$ cat src/omc_pkg.sv
// shared constants and types for the operating mode controller
package omc_pkg;
  localparam int unsigned CLK_HZ        = 40_000_000;
  localparam int unsigned RST_PULSE_US  = 1000;
  localparam int unsigned NREQ_TMO_MS   = 150;
  localparam int unsigned RST_PULSE_CYC = (CLK_HZ / 1_000_000) * RST_PULSE_US;
  localparam int unsigned NREQ_TMO_CYC  = (CLK_HZ / 1000) * NREQ_TMO_MS;
  localparam int unsigned CS_PERIOD_CYC = 40_000;
  localparam int unsigned CS_ON_CYC     = 400;

  // two mode-select bits of the mode control register
  localparam logic [1:0] MODE_NORMAL = 2'h0;
  localparam logic [1:0] MODE_SLEEP  = 2'h1;
  localparam logic [1:0] MODE_STOP   = 2'h2;
  localparam logic [1:0] MODE_RSVD   = 2'h3;

  // analog mux selections
  localparam logic [2:0] AMUX_BATTERY_SENSE_INPUT = 3'h0;
  localparam logic [2:0] AMUX_L1     = 3'h1;
  localparam logic [2:0] AMUX_TEMP   = 3'h5;

  typedef enum logic [4:0] {
    ST_RESET = 5'b0_0001,
    ST_NREQ  = 5'b0_0010,
    ST_NORM  = 5'b0_0100,
    ST_STOP  = 5'b0_1000,
    ST_SLEEP = 5'b1_0000
  } omc_state_t;

  typedef struct packed {
    logic       hs1_on;
    logic       hs2_on;
    logic       ls1_on;
    logic       ls2_on;
    logic       hs1_pwm;
    logic       hs2_pwm;
    logic       ls1_pwm;
    logic       ls2_pwm;
    logic       sensor_supply_on;
    logic       cyclic_sense_en;
    logic       cyclic_sense_hs2;
    logic [2:0] amux_sel;
  } omc_ctrl_t;

  typedef struct packed {
    logic vs_ov;
    logic vs_uv;
    logic tsd;
    logic tpw;
  } omc_fault_t;

  typedef struct packed {
    logic       main_reg_on;
    logic       main_reg_limited;
    logic       lin_tx_en;
    logic       lin_rx_en;
    logic       wdog_window_en;
    logic       hs1;
    logic       hs2;
    logic       ls1;
    logic       ls2;
    logic       sensor_supply_out;
    logic [2:0] mux_analog_sel;
  } omc_out_t;
endpackage

$ cat src/omc_sync.sv
// three-stage input synchroniser with agreement filter
`timescale 1ns/1ps
`default_nettype none
module omc_sync #(
  parameter int unsigned WIDTH = 1,
  parameter logic [WIDTH-1:0] INIT = '0
) (
  // clock and reset
  input  wire logic             clk,
  input  wire logic             rst,
  // data
  input  wire logic [WIDTH-1:0] din,
  output logic      [WIDTH-1:0] dout
);
  logic [WIDTH-1:0] s1_q, s2_q, s3_q, out_q;
  logic [WIDTH-1:0] out_d;

  if (WIDTH < 1)
  begin : g_bad_width
    $error("omc_sync: width must be at least one");
  end

  always_comb
  begin
    // stage 1 read only by stage 2; output changes when stages 2 and 3 agree
    out_d = out_q;
    for (int i = 0; i < WIDTH; i++)
    begin
      if (s2_q[i] == s3_q[i])
      begin
        out_d[i] = s3_q[i];
      end
    end
  end

  always_ff @(posedge clk or posedge rst)
  begin
    if (rst)
    begin
      s1_q  <= INIT;
      s2_q  <= INIT;
      s3_q  <= INIT;
      out_q <= INIT;
    end
    else
    begin
      s1_q  <= din;
      s2_q  <= s1_q;
      s3_q  <= s2_q;
      out_q <= out_d;
    end
  end

  assign dout = out_q;
endmodule
`default_nettype wire

$ cat src/omc_mode_ctrl.sv
// operating mode sequencer of the system basis chip
// Operation
// - power-up holds reset low 1ms, then normal request
// - vdd low, watchdog fail, wake, timeout give reset
// - normal request after reset and stop wake-up
// - normal request: regulator on, reset high, lin rx
// - normal request starts 150 ms timer
// - no normal command before timeout gives reset
// - watchdog config grounded skips normal request
// - config open stays 150 ms before normal
// - window watchdog only with resistor config
// - sleep only by one spi write from normal
// - sleep: regulator off, wake inputs and lin rx
// - cyclic sense pulses high side, samples inputs
// - sleep wake acts as power-up, keeps source
// - mode chosen by two mode-select bits
// - normal: sensor supply follows its setting
// - normal: ov, uv, shutdown, prewarning interrupts
// - stop wake-up raises wake interrupt
// - normal: inputs read digital or via mux
// - normal: switches follow spi, pwm optional
// - all exchange over 8-bit spi transfers
// - battery sense selectable onto analog mux
// - stop only entered by spi command
// - stop wake: normal request and irq, except cs/reset
`timescale 1ns/1ps
`default_nettype none
module omc_mode_ctrl #(
  parameter int unsigned RST_PULSE_CYC = omc_pkg::RST_PULSE_CYC,
  parameter int unsigned NREQ_TMO_CYC  = omc_pkg::NREQ_TMO_CYC,
  parameter int unsigned CS_PERIOD_CYC = omc_pkg::CS_PERIOD_CYC,
  parameter int unsigned CS_ON_CYC     = omc_pkg::CS_ON_CYC
) (
  // clock and power-up reset
  input  wire logic              clk,
  input  wire logic              rst,
  // decoded spi writes from the 8-bit spi slave: one-cycle strobes, mode bits and held settings
  input  wire logic              mode_control_reg_wr,
  input  wire logic [1:0]        mode_select_bits,
  input  wire logic              timing_control_reg_wr,
  input  wire omc_pkg::omc_ctrl_t ctrl,
  input  wire logic              irq_ack,
  // supervisors, same clock
  input  wire logic              vdd_low,
  input  wire logic              wdog_fail,
  input  wire omc_pkg::omc_fault_t faults,
  // pins
  input  wire logic [1:0]        watchdog_config_input,
  input  wire logic [3:0]        multipurpose_inputs,
  input  wire logic              pwm_input,
  input  wire logic              lin_wake,
  input  wire logic              forced_wake,
  input  wire logic              cs_n,
  input  wire logic              ext_rst_n,
  // outputs
  output omc_pkg::omc_state_t    mode,
  output omc_pkg::omc_out_t      outs,
  output logic [3:0]             mp_in_level,
  output logic                   rst_out_n,
  output logic                   irq_n,
  output logic                   wake_pending,
  output logic                   battery_fail_flag
);
  localparam int unsigned CW = $clog2(NREQ_TMO_CYC + RST_PULSE_CYC + CS_PERIOD_CYC + 2);
  if (RST_PULSE_CYC < 1 || NREQ_TMO_CYC < 1 || CS_ON_CYC < 1 || CS_ON_CYC >= CS_PERIOD_CYC)
  begin : g_bad_timing
    $error("omc_mode_ctrl: bad timing parameters");
  end

  // synchronised pins; config code 0 grounded, 1 resistor, 2 open
  logic [1:0] wdc;
  logic [3:0] lx;
  logic       pwm, linw, fwk, cs_s, erst_s;
  // reset image: config open, select and reset lines released
  omc_sync #(.WIDTH(11), .INIT(11'h403)) u_sync (
    .clk  (clk),
    .rst  (rst),
    .din  ({watchdog_config_input, multipurpose_inputs, pwm_input, lin_wake,
            forced_wake, cs_n, ext_rst_n}),
    .dout ({wdc, lx, pwm, linw, fwk, cs_s, erst_s})
  );

  omc_pkg::omc_state_t st_q, st_d;
  logic [CW-1:0] tmr_q, tmr_d;
  logic [CW-1:0] cyc_q, cyc_d;
  logic [3:0]    lx_ref_q, lx_ref_d;
  logic          cs_prev_q, cs_prev_d;
  logic          erst_prev_q, erst_prev_d;
  logic          irq_q, irq_d;
  logic          irq_n_q, irq_n_d;
  logic          wake_q, wake_d;
  logic          bf_q, bf_d;
  logic          rsto_q, rsto_d;
  omc_pkg::omc_out_t out_q, out_d;
  logic [3:0]    lvl_q, lvl_d;
  logic          cs_on, wake_ev, stop_irq_wake, stop_quiet_wake, fault_irq;

  always_comb
  begin
    st_d          = st_q;
    tmr_d         = tmr_q;
    cyc_d         = cyc_q;
    lx_ref_d      = lx_ref_q;
    cs_prev_d     = cs_s;
    erst_prev_d   = erst_s;
    irq_d         = irq_q;
    wake_d        = wake_q;
    bf_d          = bf_q;
    rsto_d        = rsto_q;
    out_d         = '0;
    lvl_d         = lvl_q;
    // cyclic sense timing from the low-power oscillator stand-in
    cs_on         = ctrl.cyclic_sense_en && (cyc_q < CW'(CS_ON_CYC));
    // with cyclic sense, inputs are compared only during the on-time
    wake_ev       = linw || fwk ||
                    ((lx != lx_ref_q) && (!ctrl.cyclic_sense_en || cs_on));
    stop_irq_wake = wake_ev;
    stop_quiet_wake = (cs_s && !cs_prev_q) || (!erst_s && erst_prev_q);
    fault_irq     = faults.vs_ov || faults.vs_uv || faults.tsd || faults.tpw;
    if (ctrl.cyclic_sense_en)
    begin
      cyc_d = (cyc_q >= CW'(CS_PERIOD_CYC - 1)) ? '0 : cyc_q + 1'b1;
    end
    else
    begin
      cyc_d = '0;
    end
    case (st_q)
      omc_pkg::ST_RESET:
      begin
        rsto_d = 1'b0;
        out_d.main_reg_on = 1'b1;
        // reset pulse counts only once the external line is released
        if (!erst_s || vdd_low)
        begin
          tmr_d = '0;
        end
        else if (tmr_q >= CW'(RST_PULSE_CYC - 1))
        begin
          tmr_d  = '0;
          rsto_d = 1'b1;
          st_d   = (wdc == 2'h0) ? omc_pkg::ST_NORM : omc_pkg::ST_NREQ;
        end
        else
        begin
          tmr_d = tmr_q + 1'b1;
        end
      end
      omc_pkg::ST_NREQ:
      begin
        out_d.main_reg_on = 1'b1;
        out_d.lin_rx_en   = 1'b1;
        rsto_d = 1'b1;
        tmr_d  = tmr_q + 1'b1;
        if (vdd_low || !erst_s)
        begin
          st_d = omc_pkg::ST_RESET;
          tmr_d = '0;
        end
        else if (mode_control_reg_wr && mode_select_bits == omc_pkg::MODE_NORMAL)
        begin
          st_d = omc_pkg::ST_NORM;
          tmr_d = '0;
        end
        else if (tmr_q >= CW'(NREQ_TMO_CYC - 1))
        begin
          tmr_d = '0;
          // open config lets the timer carry on into normal
          st_d  = (wdc == 2'h2) ? omc_pkg::ST_NORM : omc_pkg::ST_RESET;
          rsto_d = (wdc == 2'h2);
        end
      end
      omc_pkg::ST_NORM:
      begin
        out_d.main_reg_on       = 1'b1;
        out_d.lin_rx_en         = 1'b1;
        out_d.lin_tx_en         = 1'b1;
        out_d.wdog_window_en    = (wdc == 2'h1);
        out_d.sensor_supply_out = ctrl.sensor_supply_on;
        out_d.hs1 = ctrl.hs1_on && (!ctrl.hs1_pwm || pwm);
        out_d.hs2 = ctrl.hs2_on && (!ctrl.hs2_pwm || pwm);
        out_d.ls1 = ctrl.ls1_on && (!ctrl.ls1_pwm || pwm);
        out_d.ls2 = ctrl.ls2_on && (!ctrl.ls2_pwm || pwm);
        out_d.mux_analog_sel = ctrl.amux_sel;
        // an input routed to the mux reads as zero digitally
        for (int i = 0; i < 4; i++)
        begin
          lvl_d[i] = lx[i] && (ctrl.amux_sel != 3'(omc_pkg::AMUX_L1 + 3'(i)));
        end
        if (fault_irq)
        begin
          irq_d = 1'b1;
        end
        lx_ref_d = lx;
        if (vdd_low || wdog_fail || !erst_s)
        begin
          st_d = omc_pkg::ST_RESET;
          tmr_d = '0;
        end
        else if (mode_control_reg_wr && mode_select_bits == omc_pkg::MODE_SLEEP)
        begin
          st_d = omc_pkg::ST_SLEEP;
        end
        else if (mode_control_reg_wr && mode_select_bits == omc_pkg::MODE_STOP)
        begin
          st_d = omc_pkg::ST_STOP;
        end
      end
      omc_pkg::ST_STOP:
      begin
        out_d.main_reg_on      = 1'b1;
        out_d.main_reg_limited = 1'b1;
        out_d.lin_rx_en        = 1'b1;
        out_d.hs1 = cs_on && !ctrl.cyclic_sense_hs2;
        out_d.hs2 = cs_on && ctrl.cyclic_sense_hs2;
        if (vdd_low)
        begin
          st_d = omc_pkg::ST_RESET;
          tmr_d = '0;
        end
        else if (stop_quiet_wake)
        begin
          st_d = omc_pkg::ST_NREQ;
          tmr_d = '0;
        end
        else if (stop_irq_wake)
        begin
          st_d   = omc_pkg::ST_NREQ;
          tmr_d  = '0;
          irq_d  = 1'b1;
          wake_d = 1'b1;
        end
      end
      omc_pkg::ST_SLEEP:
      begin
        // regulator off; only wake sources and lin receiver live
        out_d.lin_rx_en = 1'b1;
        out_d.hs1 = cs_on && !ctrl.cyclic_sense_hs2;
        out_d.hs2 = cs_on && ctrl.cyclic_sense_hs2;
        rsto_d = 1'b0;
        if (wake_ev)
        begin
          st_d   = omc_pkg::ST_RESET;
          tmr_d  = '0;
          wake_d = 1'b1;
          bf_d   = 1'b0;
        end
      end
      default:
      begin
        st_d = omc_pkg::ST_RESET;
        tmr_d = '0;
      end
    endcase
    // a new interrupt in the ack cycle wins; none while reset is low
    if (irq_ack && !(st_q == omc_pkg::ST_NORM && fault_irq) && !(irq_d && !irq_q)
        && !(wake_d && !wake_q))
    begin
      irq_d  = 1'b0;
      wake_d = 1'b0;
      bf_d   = 1'b0;
    end
    // reset output falls on the very edge that enters reset mode
    if (st_d == omc_pkg::ST_RESET)
    begin
      rsto_d = 1'b0;
    end
    if (!rsto_q || !rsto_d)
    begin
      irq_d = 1'b0;
    end
    irq_n_d = !irq_d;
  end

  always_ff @(posedge clk or posedge rst)
  begin
    if (rst)
    begin
      st_q        <= omc_pkg::ST_RESET;
      tmr_q       <= '0;
      cyc_q       <= '0;
      lx_ref_q    <= '0;
      cs_prev_q   <= 1'b1;
      erst_prev_q <= 1'b1;
      irq_q       <= 1'b0;
      irq_n_q     <= 1'b1;
      wake_q      <= 1'b0;
      bf_q        <= 1'b1;
      rsto_q      <= 1'b0;
      out_q       <= '0;
      lvl_q       <= '0;
    end
    else
    begin
      st_q        <= st_d;
      tmr_q       <= tmr_d;
      cyc_q       <= cyc_d;
      lx_ref_q    <= lx_ref_d;
      cs_prev_q   <= cs_prev_d;
      erst_prev_q <= erst_prev_d;
      irq_q       <= irq_d;
      irq_n_q     <= irq_n_d;
      wake_q      <= wake_d;
      bf_q        <= bf_d;
      rsto_q      <= rsto_d;
      out_q       <= out_d;
      lvl_q       <= lvl_d;
    end
  end

  assign mode              = st_q;
  assign outs              = out_q;
  assign mp_in_level       = lvl_q;
  assign rst_out_n         = rsto_q;
  assign irq_n             = irq_n_q;
  assign wake_pending      = wake_q;
  assign battery_fail_flag = bf_q;
endmodule
`default_nettype wire

$ cat config.mk
export PLATFORM = sky130hd
export DESIGN_NAME = omc_mode_ctrl
export DESIGN_NICKNAME = d
export VERILOG_FILES = /design/src/omc_pkg.sv /design/src/omc_sync.sv /design/src/omc_mode_ctrl.sv
export SDC_FILE = /design/constraint.sdc
export NUM_CORES = 1
export LEC_CHECK = 0
export ABC_AREA = 1
export BUFFER_PORTS_ARGS = -buffer_cell sky130_fd_sc_hd__buf_2
export CAP_MARGIN = 25
export CORE_UTILIZATION = 59
export CTS_CLUSTER_SIZE = 28
export DETAILED_ROUTE_END_ITERATION = 10
export PLACE_DENSITY_LB_ADDON = 0.25
export SLEW_MARGIN = 15
export SYNTH_ARGS = -nofsm -noshare
export SYNTH_HDL_FRONTEND = slang
export SYNTH_HIERARCHICAL = 1
export SYNTH_SLANG_ARGS = --single-unit
$ cat constraint.sdc
create_clock -name clk -period 2.3 [get_ports clk]
set_input_delay 0.115 -clock clk [delete_from_list [all_inputs] [get_ports clk]]
set_output_delay 0.115 -clock clk [all_outputs]
set_load 0.01 [all_outputs]
==> reports/summary.txt, run 1 <==
Outcome -> finished clean
Synth async-reset ratio -> 1.000
GRT Overall Usage -> 0.3081
Antenna viol nets, final -> 0
Die area -> 10,480 sq um
Worst skew pair latency -> 0.53 ns
Initial drt markers -> 250
Total number of vias -> 5,102
Worst Reg-to-Reg Cells -> 7
Detailed Routing Iterations Pass 1 -> 5
Final period util -> 0.9563
Io pins -> 64
Most frequent cells in the layout -> 145 x nand2_1, 104 x dfrtp_1, 87 x nor2_1, 80 x inv_1, 62 x buf_2
First-pass GRT wire length -> 24.05 mm
Worst min path class -> input pin to flop
Synth Area in Compound Gates -> 0.08039
Endpoints failing hold -> 0
Overflow left after global routing -> 0
Synth Flop Type -> dfrtp_1
Sink Count -> 123
GPL Wtd Cong -> 0.9598
Sum of negative setup slack -> 0 ns
Max Cap Viol -> 0
Seq/Total Area, Yosys -> 0.5213
Clk slew on worst S/H paths -> 0.06 ns
# H-tree levels -> 4
Layout Nets -> 853
Critical path origin -> mode[0]$_DFF_PP1_
Avg WL per Cell -> 15.21 um
Syn Area/Cell -> 8.655 sq um
Hold_sp -> mode_select_bits[0]
Row count -> 36
Root buffer cell -> clkbuf_8
Worst Hold Path EP -> mode[3]$_DFF_PP0_
Post-synthesis register bit count -> 123
Final Critical Period -> 2.199 ns
Unrepaired setup endpoints after global routing -> false
Fmax -> 0.4547 GHz
DP HPWL -> 9.671 mm
Kind of critical path -> flop to flop
Total leakage power -> 0.003576 uW
Area growth, synth to finish -> 24.39%
# DRC -> 0
Internal Power -> 3850 uW
Vias in the first global route -> 5,200
Critical Path AT -> 2.61 ns
Max VDD drop -> 0.0006336 V
Final setup vio count -> 0
Crit-path max FO -> 10
Yosys cell types -> 51
DIE WIDTH -> 102.4 um
Post-synth EDFFs -> 0
Initial antenna violation count -> 0
Fraction of the mapped netlist area in adder cells -> 0.004209
Final wirelength -> 14.58 mm
Die Y -> 102.4 um
CP Data Required Time -> 2.71 ns
Worst hold path stage count -> 4
Core area -> 9774 sq um
R2R Setup Slk -> 0.10 ns
Clk_skew -> 0.009134 ns
RR Startpoint -> mode[0]$_DFF_PP1_
Met3 wire length -> 800 um
Comb power frac -> 0.063
Sw frac -> 0.2458
CTS Buf Count -> 17
Worst rel slew slack -> 0.4718
Switch Pwr -> 1254 uW
Inserted Diodes -> 0
Yosys Warn Count -> 6
Area contributors post-synth -> dfrtp_1 45%, nand2_1 9.2%, dfstp_2 7.5%
Post-synth top area cell -> dfrtp_1
Post-Synthesis Cells -> 687
Final core utilization -> 0.7567
Metal-1 WL -> 5.928 mm
Final worst slack -> 0.1006 ns
Worst-margin pin slew -> 0.7915 ns
Clock power frac -> 0.485
Largest net degree at the start of global routing -> 80
Met2 WL -> 7.422 mm
Pre-CTS setup slack -> 0.3022 ns
Final Max Slew Viols -> 0
Reg2Reg Capture Point -> outs[6]$_DFF_PP0_
Pwr/cell area -> 690.1 nW/um^2
CP startpoint kind -> flop
Main combinational cell family by area after synthesis -> simple AND/OR/NAND/NOR gates
Max Used Layer -> met4
Multiplexer share of the synthesized area -> 0
Commonest non-fill, non-tap cell in the layout -> nand2_1
Sequential share of power -> 0.452
Max Root-Sink Buffers -> 2
Post-Synth XOR/XNOR Area -> 0.03093
Ratio of cells with drive above 1 in the final layout -> 0.2446
I/O Buffers -> 62
Post-synth top area share -> 0.4461
Synth Area in Simple Gates -> 0.2898
Synth Cell Area -> 5946 sq um
CTS tree -> yes
Initial core utilization -> 0.6083
Vias per cell -> 5.320
Critical Path End Type -> flop
sequential cells by signal, indices dropped and copies added, names as in the netlist, 4 cells and up:
signal,flops
tmr_q,23
u_sync/dout,11
lx_ref_q,4
outs,13
cyc_q,23
u_sync/s2_q,11
u_sync/s3_q,11
mode,5
mp_in_level,4
u_sync/s1_q,11
cell type report:
class	instances	area (sq um)
repair buffers	109	763.2
clock inverters	12	113.9
multi-input cells	463	2436
clock buffers	20	435.4
fillers	682	2379
inverters	99	379.1
well taps	133	166.4
flip-flops and latches	123	3102
what timing repair did:
action / 4_1_cts / 5_1_grt
endpoints found under the hold margin: 123 / 0
hold buffers: 30 / 0
resized for setup: 0 / 4
setup endpoints to repair: 0 / 1
setup buffers: 0 / 9
kinds of logic (layout without fill, tap and decap cells):
group           count (synthesis)  count (layout)
other cells                     1               7
compound gates                 70              70
fa+ha+maj                       2               2
simple gates                  363             363
buf+inv                       107             240
xor+xnor                       21              21
flops                         123             123
how the worst max path moves through the flow:
stage,endpoint,slack (ns),cells past startpoint
final,outs[6]$_DFF_PP0_,0.10,7
after global routing,outs[6]$_DFF_PP0_,0.02,8
after CTS,outs[6]$_DFF_PP0_,0.03,7
after detailed placement,tmr_q[15]$_DFFE_PP0P_,0.30,13
after global placement,tmr_q[13]$_DFFE_PP0P_,0.37,12
after floorplan,cyc_q[0]$_DFF_PP0_,0.17,1
synth_stat cells, types with 4 or more instances:
cell type and instances:
nand2_1 145, dfrtp_1 106, nor2_1 87, inv_1 81, nand3_1 46, a21oi_1 24
nor3_1 19, dfstp_2 17, inv_2 15, nand2_2 15, nand4_1 15, xor2_1 15
o21ai_0 13, nor2_2 11, o211ai_1 10, xnor2_1 6, nor2_4 5, or2_2 4
worst max-delay path: stages (launching register included):
cell and delay, ns:
dfstp_2 0.59, nor2_4 0.08, nand3_4 0.14, inv_8 0.07
nand3_1 0.06, dlygate4sd3_1 0.54, nand2_1 0.05, dlygate4sd3_1 0.55
metal layers:
| metal | vias to the layer above | global-route usage |
|---|---|---|
| met5 | - | 0 |
| met4 | 0 | 0.1703 |
| met3 | 42 | 0.07114 |
| met2 | 171 | 0.5245 |
| met1 | 2430 | 0.3608 |
| li1 | 2459 | - |
power by group through the flow:
stage	logic [uW]	registers (uW)	clock network, uW
after detailed placement	278	2340	0
after CTS	315	2310	2490
after floorplan	183	2330	0
after global placement	268	2330	0
after global routing	362	2320	2590
final	322	2310	2480
stage by stage:
step	hold WS, ns	total power [uW]	instance area (sq um)	std cells
5_1_grt	0.08417	5270	7396	959
6_report	0.03680	5104	7396	959
3_3_place_gp	0.2233	2601	6471	888
2_1_floorplan	0.1195	2510	5968	693
4_1_cts	0.0003477	5114	7321	950
3_5_place_dp	0.2216	2621	6471	888
Power figures use the tool's default switching activity.
==> run 2: changes to the inputs <==
--- a/config.mk
+++ b/config.mk
@@ -8,9 +8,10 @@
 export ABC_AREA = 1
 export BUFFER_PORTS_ARGS = -buffer_cell sky130_fd_sc_hd__buf_2
 export CAP_MARGIN = 25
-export CORE_UTILIZATION = 59
+export CORE_UTILIZATION = 55
 export CTS_CLUSTER_SIZE = 28
 export DETAILED_ROUTE_END_ITERATION = 10
+export HOLD_SLACK_MARGIN = 0.08
 export PLACE_DENSITY_LB_ADDON = 0.25
 export SLEW_MARGIN = 15
 export SYNTH_ARGS = -nofsm -noshare
==> run 2 against run 1 <==
Critical path depth increased by 3; clock power grew 4%; hold slack improved by 0.081 ns; sequential cell count did not move; via count shrank 1.2%; maximum frequency is 7.1% higher; setup slack improved by 0.15 ns; cell area down 0.49%; first-iteration DRC count is 30% higher; sequential power hardly changed; non-clock buffer count shrank 8; largest cell class unchanged.
==> reports/summary.txt, run 2 (synthesis gave the netlist of run 1 again) <==
Total number of vias -> 5,039 (-1.2%)
Max Used Layer -> met4
Antenna viol nets, final -> 0 (unchanged)
Largest net degree at the start of global routing -> 42 (-48%)
Final Max Slew Viols -> 0 (unchanged)
Top delay family on crit path -> simple AND/OR/NAND/NOR gates
CTS Buf Count -> 17 (unchanged)
Sink Count -> 123 (unchanged)
Worst rel slew slack -> 0.4627 (-0.009047)
Outcome -> finished clean
Die Y -> 106.0 um (+3.5%)
Kind of critical path -> flop to flop
Final period util -> 0.8927 (-0.06362)
Critical Path End Type -> flop
Vias per cell -> 5.282 (-0.72%)
Final worst slack -> 0.2469 ns (+0.1463 ns)
Total leakage power -> 0.003566 uW (-0.25%)
Hold Buf Count CTS -> 32 (+6.7%)
Fmax -> 0.4871 GHz (+7.1%)
Final Critical Period -> 2.053 ns (-0.1463 ns)
CTS tree -> yes
Largest stage delay, worst path -> 0.44 ns (-0.15 ns)
Clk_skew -> 0.008064 ns (-0.001071 ns)
Max Root-Sink Buffers -> 2 (unchanged)
Final setup vio count -> 0 (unchanged)
GRT Overall Usage -> 0.2737 (-0.03440)
Endpoints failing hold -> 0 (unchanged)
Unrepaired setup endpoints after global routing -> false
Core area -> 10,420 sq um (+6.6%)
Sum of negative setup slack -> 0 ns (unchanged)
Commonest non-fill, non-tap cell in the layout -> nand2_1
Worst min path class -> input pin to flop
Inserted Diodes -> 0 (unchanged)
Most frequent cells in the layout -> 145 x nand2_1, 106 x dfrtp_1, 87 x nor2_1, 80 x inv_1, 62 x buf_2
Row count -> 37 (+2.8%)
Layout Nets -> 845 (-0.94%)
Worst path slowest cell -> nor4_1
# H-tree levels -> 4 (unchanged)
Initial drt markers -> 326 (+30%)
Io pins -> 64 (unchanged)
Avg WL per Cell -> 14.71 um (-3.3%)
I/O Buffers -> 62 (unchanged)
Initial core utilization -> 0.5708 (-0.03748)
Root buffer cell -> clkbuf_8
Overflow left after global routing -> 0 (unchanged)
Final wirelength -> 14.04 mm (-3.8%)
Max VDD drop -> 0.0007545 V (+19%)
CP Data Required Time -> 2.71 ns (about the same)
Met2 WL -> 6.978 mm (-6.0%)
Max Cap Viol -> 0 (unchanged)
GPL Wtd Cong -> 0.9556 (-0.44%)
First-pass GRT wire length -> 23.52 mm (-2.2%)
Critical Path AT -> 2.47 ns (-0.14 ns)
Fin area -> 7360 sq um (-0.49%)
Worst skew pair latency -> 0.53 ns (about the same)
Placed Area -> 6467 sq um (about the same)
Buf/Inv on CP -> 1 (-2)
Area growth, synth to finish -> 23.78%
Total Power -> 5193 uW (+1.7%)
Fill count -> 788 (+16%)
# DRC -> 0 (unchanged)
Pre-CTS setup slack -> 0.3052 ns (+0.002980 ns)
Clk slew on worst S/H paths -> 0.06 ns (about the same)
Ratio of cells with drive above 1 in the final layout -> 0.2335 (-0.01106)
DP HPWL -> 9.477 mm (-2.0%)
Crit-path max FO -> 4 (-6)
Detailed Routing Iterations Pass 1 -> 5 (unchanged)
Worst-path cell chain -> ha_1, nand2_1, nor2_2, nand2_2, inv_1, nand2_1, nor4_1, nand2_1, a21oi_1, o21ai_1
Initial antenna violation count -> 0 (unchanged)
Crit path top cell by count -> nand2_1
Met3 wire length -> 875 um (+9.4%)
Vias in the first global route -> 5,131 (-1.3%)
Die area -> 11,230 sq um (+7.1%)
Worst-margin pin slew -> 0.8050 ns (+0.01355 ns)
Pwr/cell area -> 705.6 nW/um^2 (+2.2%)
Post CTS Setup Buffer Count -> 0 (unchanged)
Metal-1 WL -> 5.720 mm (-3.5%)
DIE WIDTH -> 106.0 um (+3.5%)
Resize count post-CTS -> 0 (unchanged)
CP startpoint kind -> flop
## run 2: cell types whose count changed in the layout (fill, tap and decap cells not counted), sizes merged
cell | before | now
clkinvlp | 4 | 0
clkbuf | 20 | 19
inv | 100 | 105
dlygate4sd3 | 30 | 32
buf | 79 | 69
## run 2: cell type report
cell class / instances / area (sq um) / share of cell area
Clock buffer: 19 / 442.9 / 0.06018
Inverter: 99 / 374.1 / 0.05083
Multi-Input combinational cell: 463 / 2436 / 0.3310
Sequential cell: 123 / 3099 / 0.4211
Timing Repair Buffer: 101 / 708.2 / 0.09623
Clock inverter: 13 / 128.9 / 0.01751
Tap cell: 136 / 170.2 / 0.02312
## run 2: worst register-to-register path, stage by stage (launching register included)
cell	delay [ns]
dfrtp_1	0.38
ha_1	0.23
nand2_1	0.14
nor2_2	0.16
nand2_2	0.12
inv_1	0.09
nand2_1	0.07
nor4_1	0.44
nand2_1	0.10
a21oi_1	0.16
o21ai_1	0.07
## run 2: layer usage
| metal | vias to the layer above | GRT usage |
|---|---|---|
| met5 | - | 0 |
| met4 | 0 | 0.1329 |
| met3 | 48 | 0.07541 |
| met2 | 184 | 0.4519 |
| met1 | 2377 | 0.3318 |
| li1 | 2430 | - |
## run 2: power by group
part | switching (uW) | internal [uW]
logic | 192 | 129
clock network | 1040 | 1530
registers | 48.8 | 2250
## run 2: per-stage QoR
stage	cells	hold slack (ns)	util
after floorplan	693	0.1195	-
after global placement	890	0.2241	0.6209
after detailed placement	890	0.2212	0.6209
after CTS	954	0.09457	0.7065
after global routing	954	0.1749	0.7065
final	954	0.1180	0.7065
## run 2: path summary, 6_finish.rpt
check                                               from                            end  slack [ns]  cells past startpoint
min in group asynchronous                            rst          tmr_q[16]$_DFFE_PP0P_        0.23                      3
worst min-delay path                           faults[0]  battery_fail_flag$_DFFE_PP1P_        0.12                      7
worst min register to register  u_sync/s1_q[7]$_DFF_PP0_       u_sync/s2_q[7]$_DFF_PP0_        0.35                      0
max in group asynchronous                            rst    u_sync/dout[10]$_DFFE_PP1N_        1.32                      4
worst max-delay path                tmr_q[1]$_DFFE_PP0P_          tmr_q[14]$_DFFE_PP0P_        0.25                     10
worst max register to register      tmr_q[1]$_DFFE_PP0P_          tmr_q[14]$_DFFE_PP0P_        0.25                     10
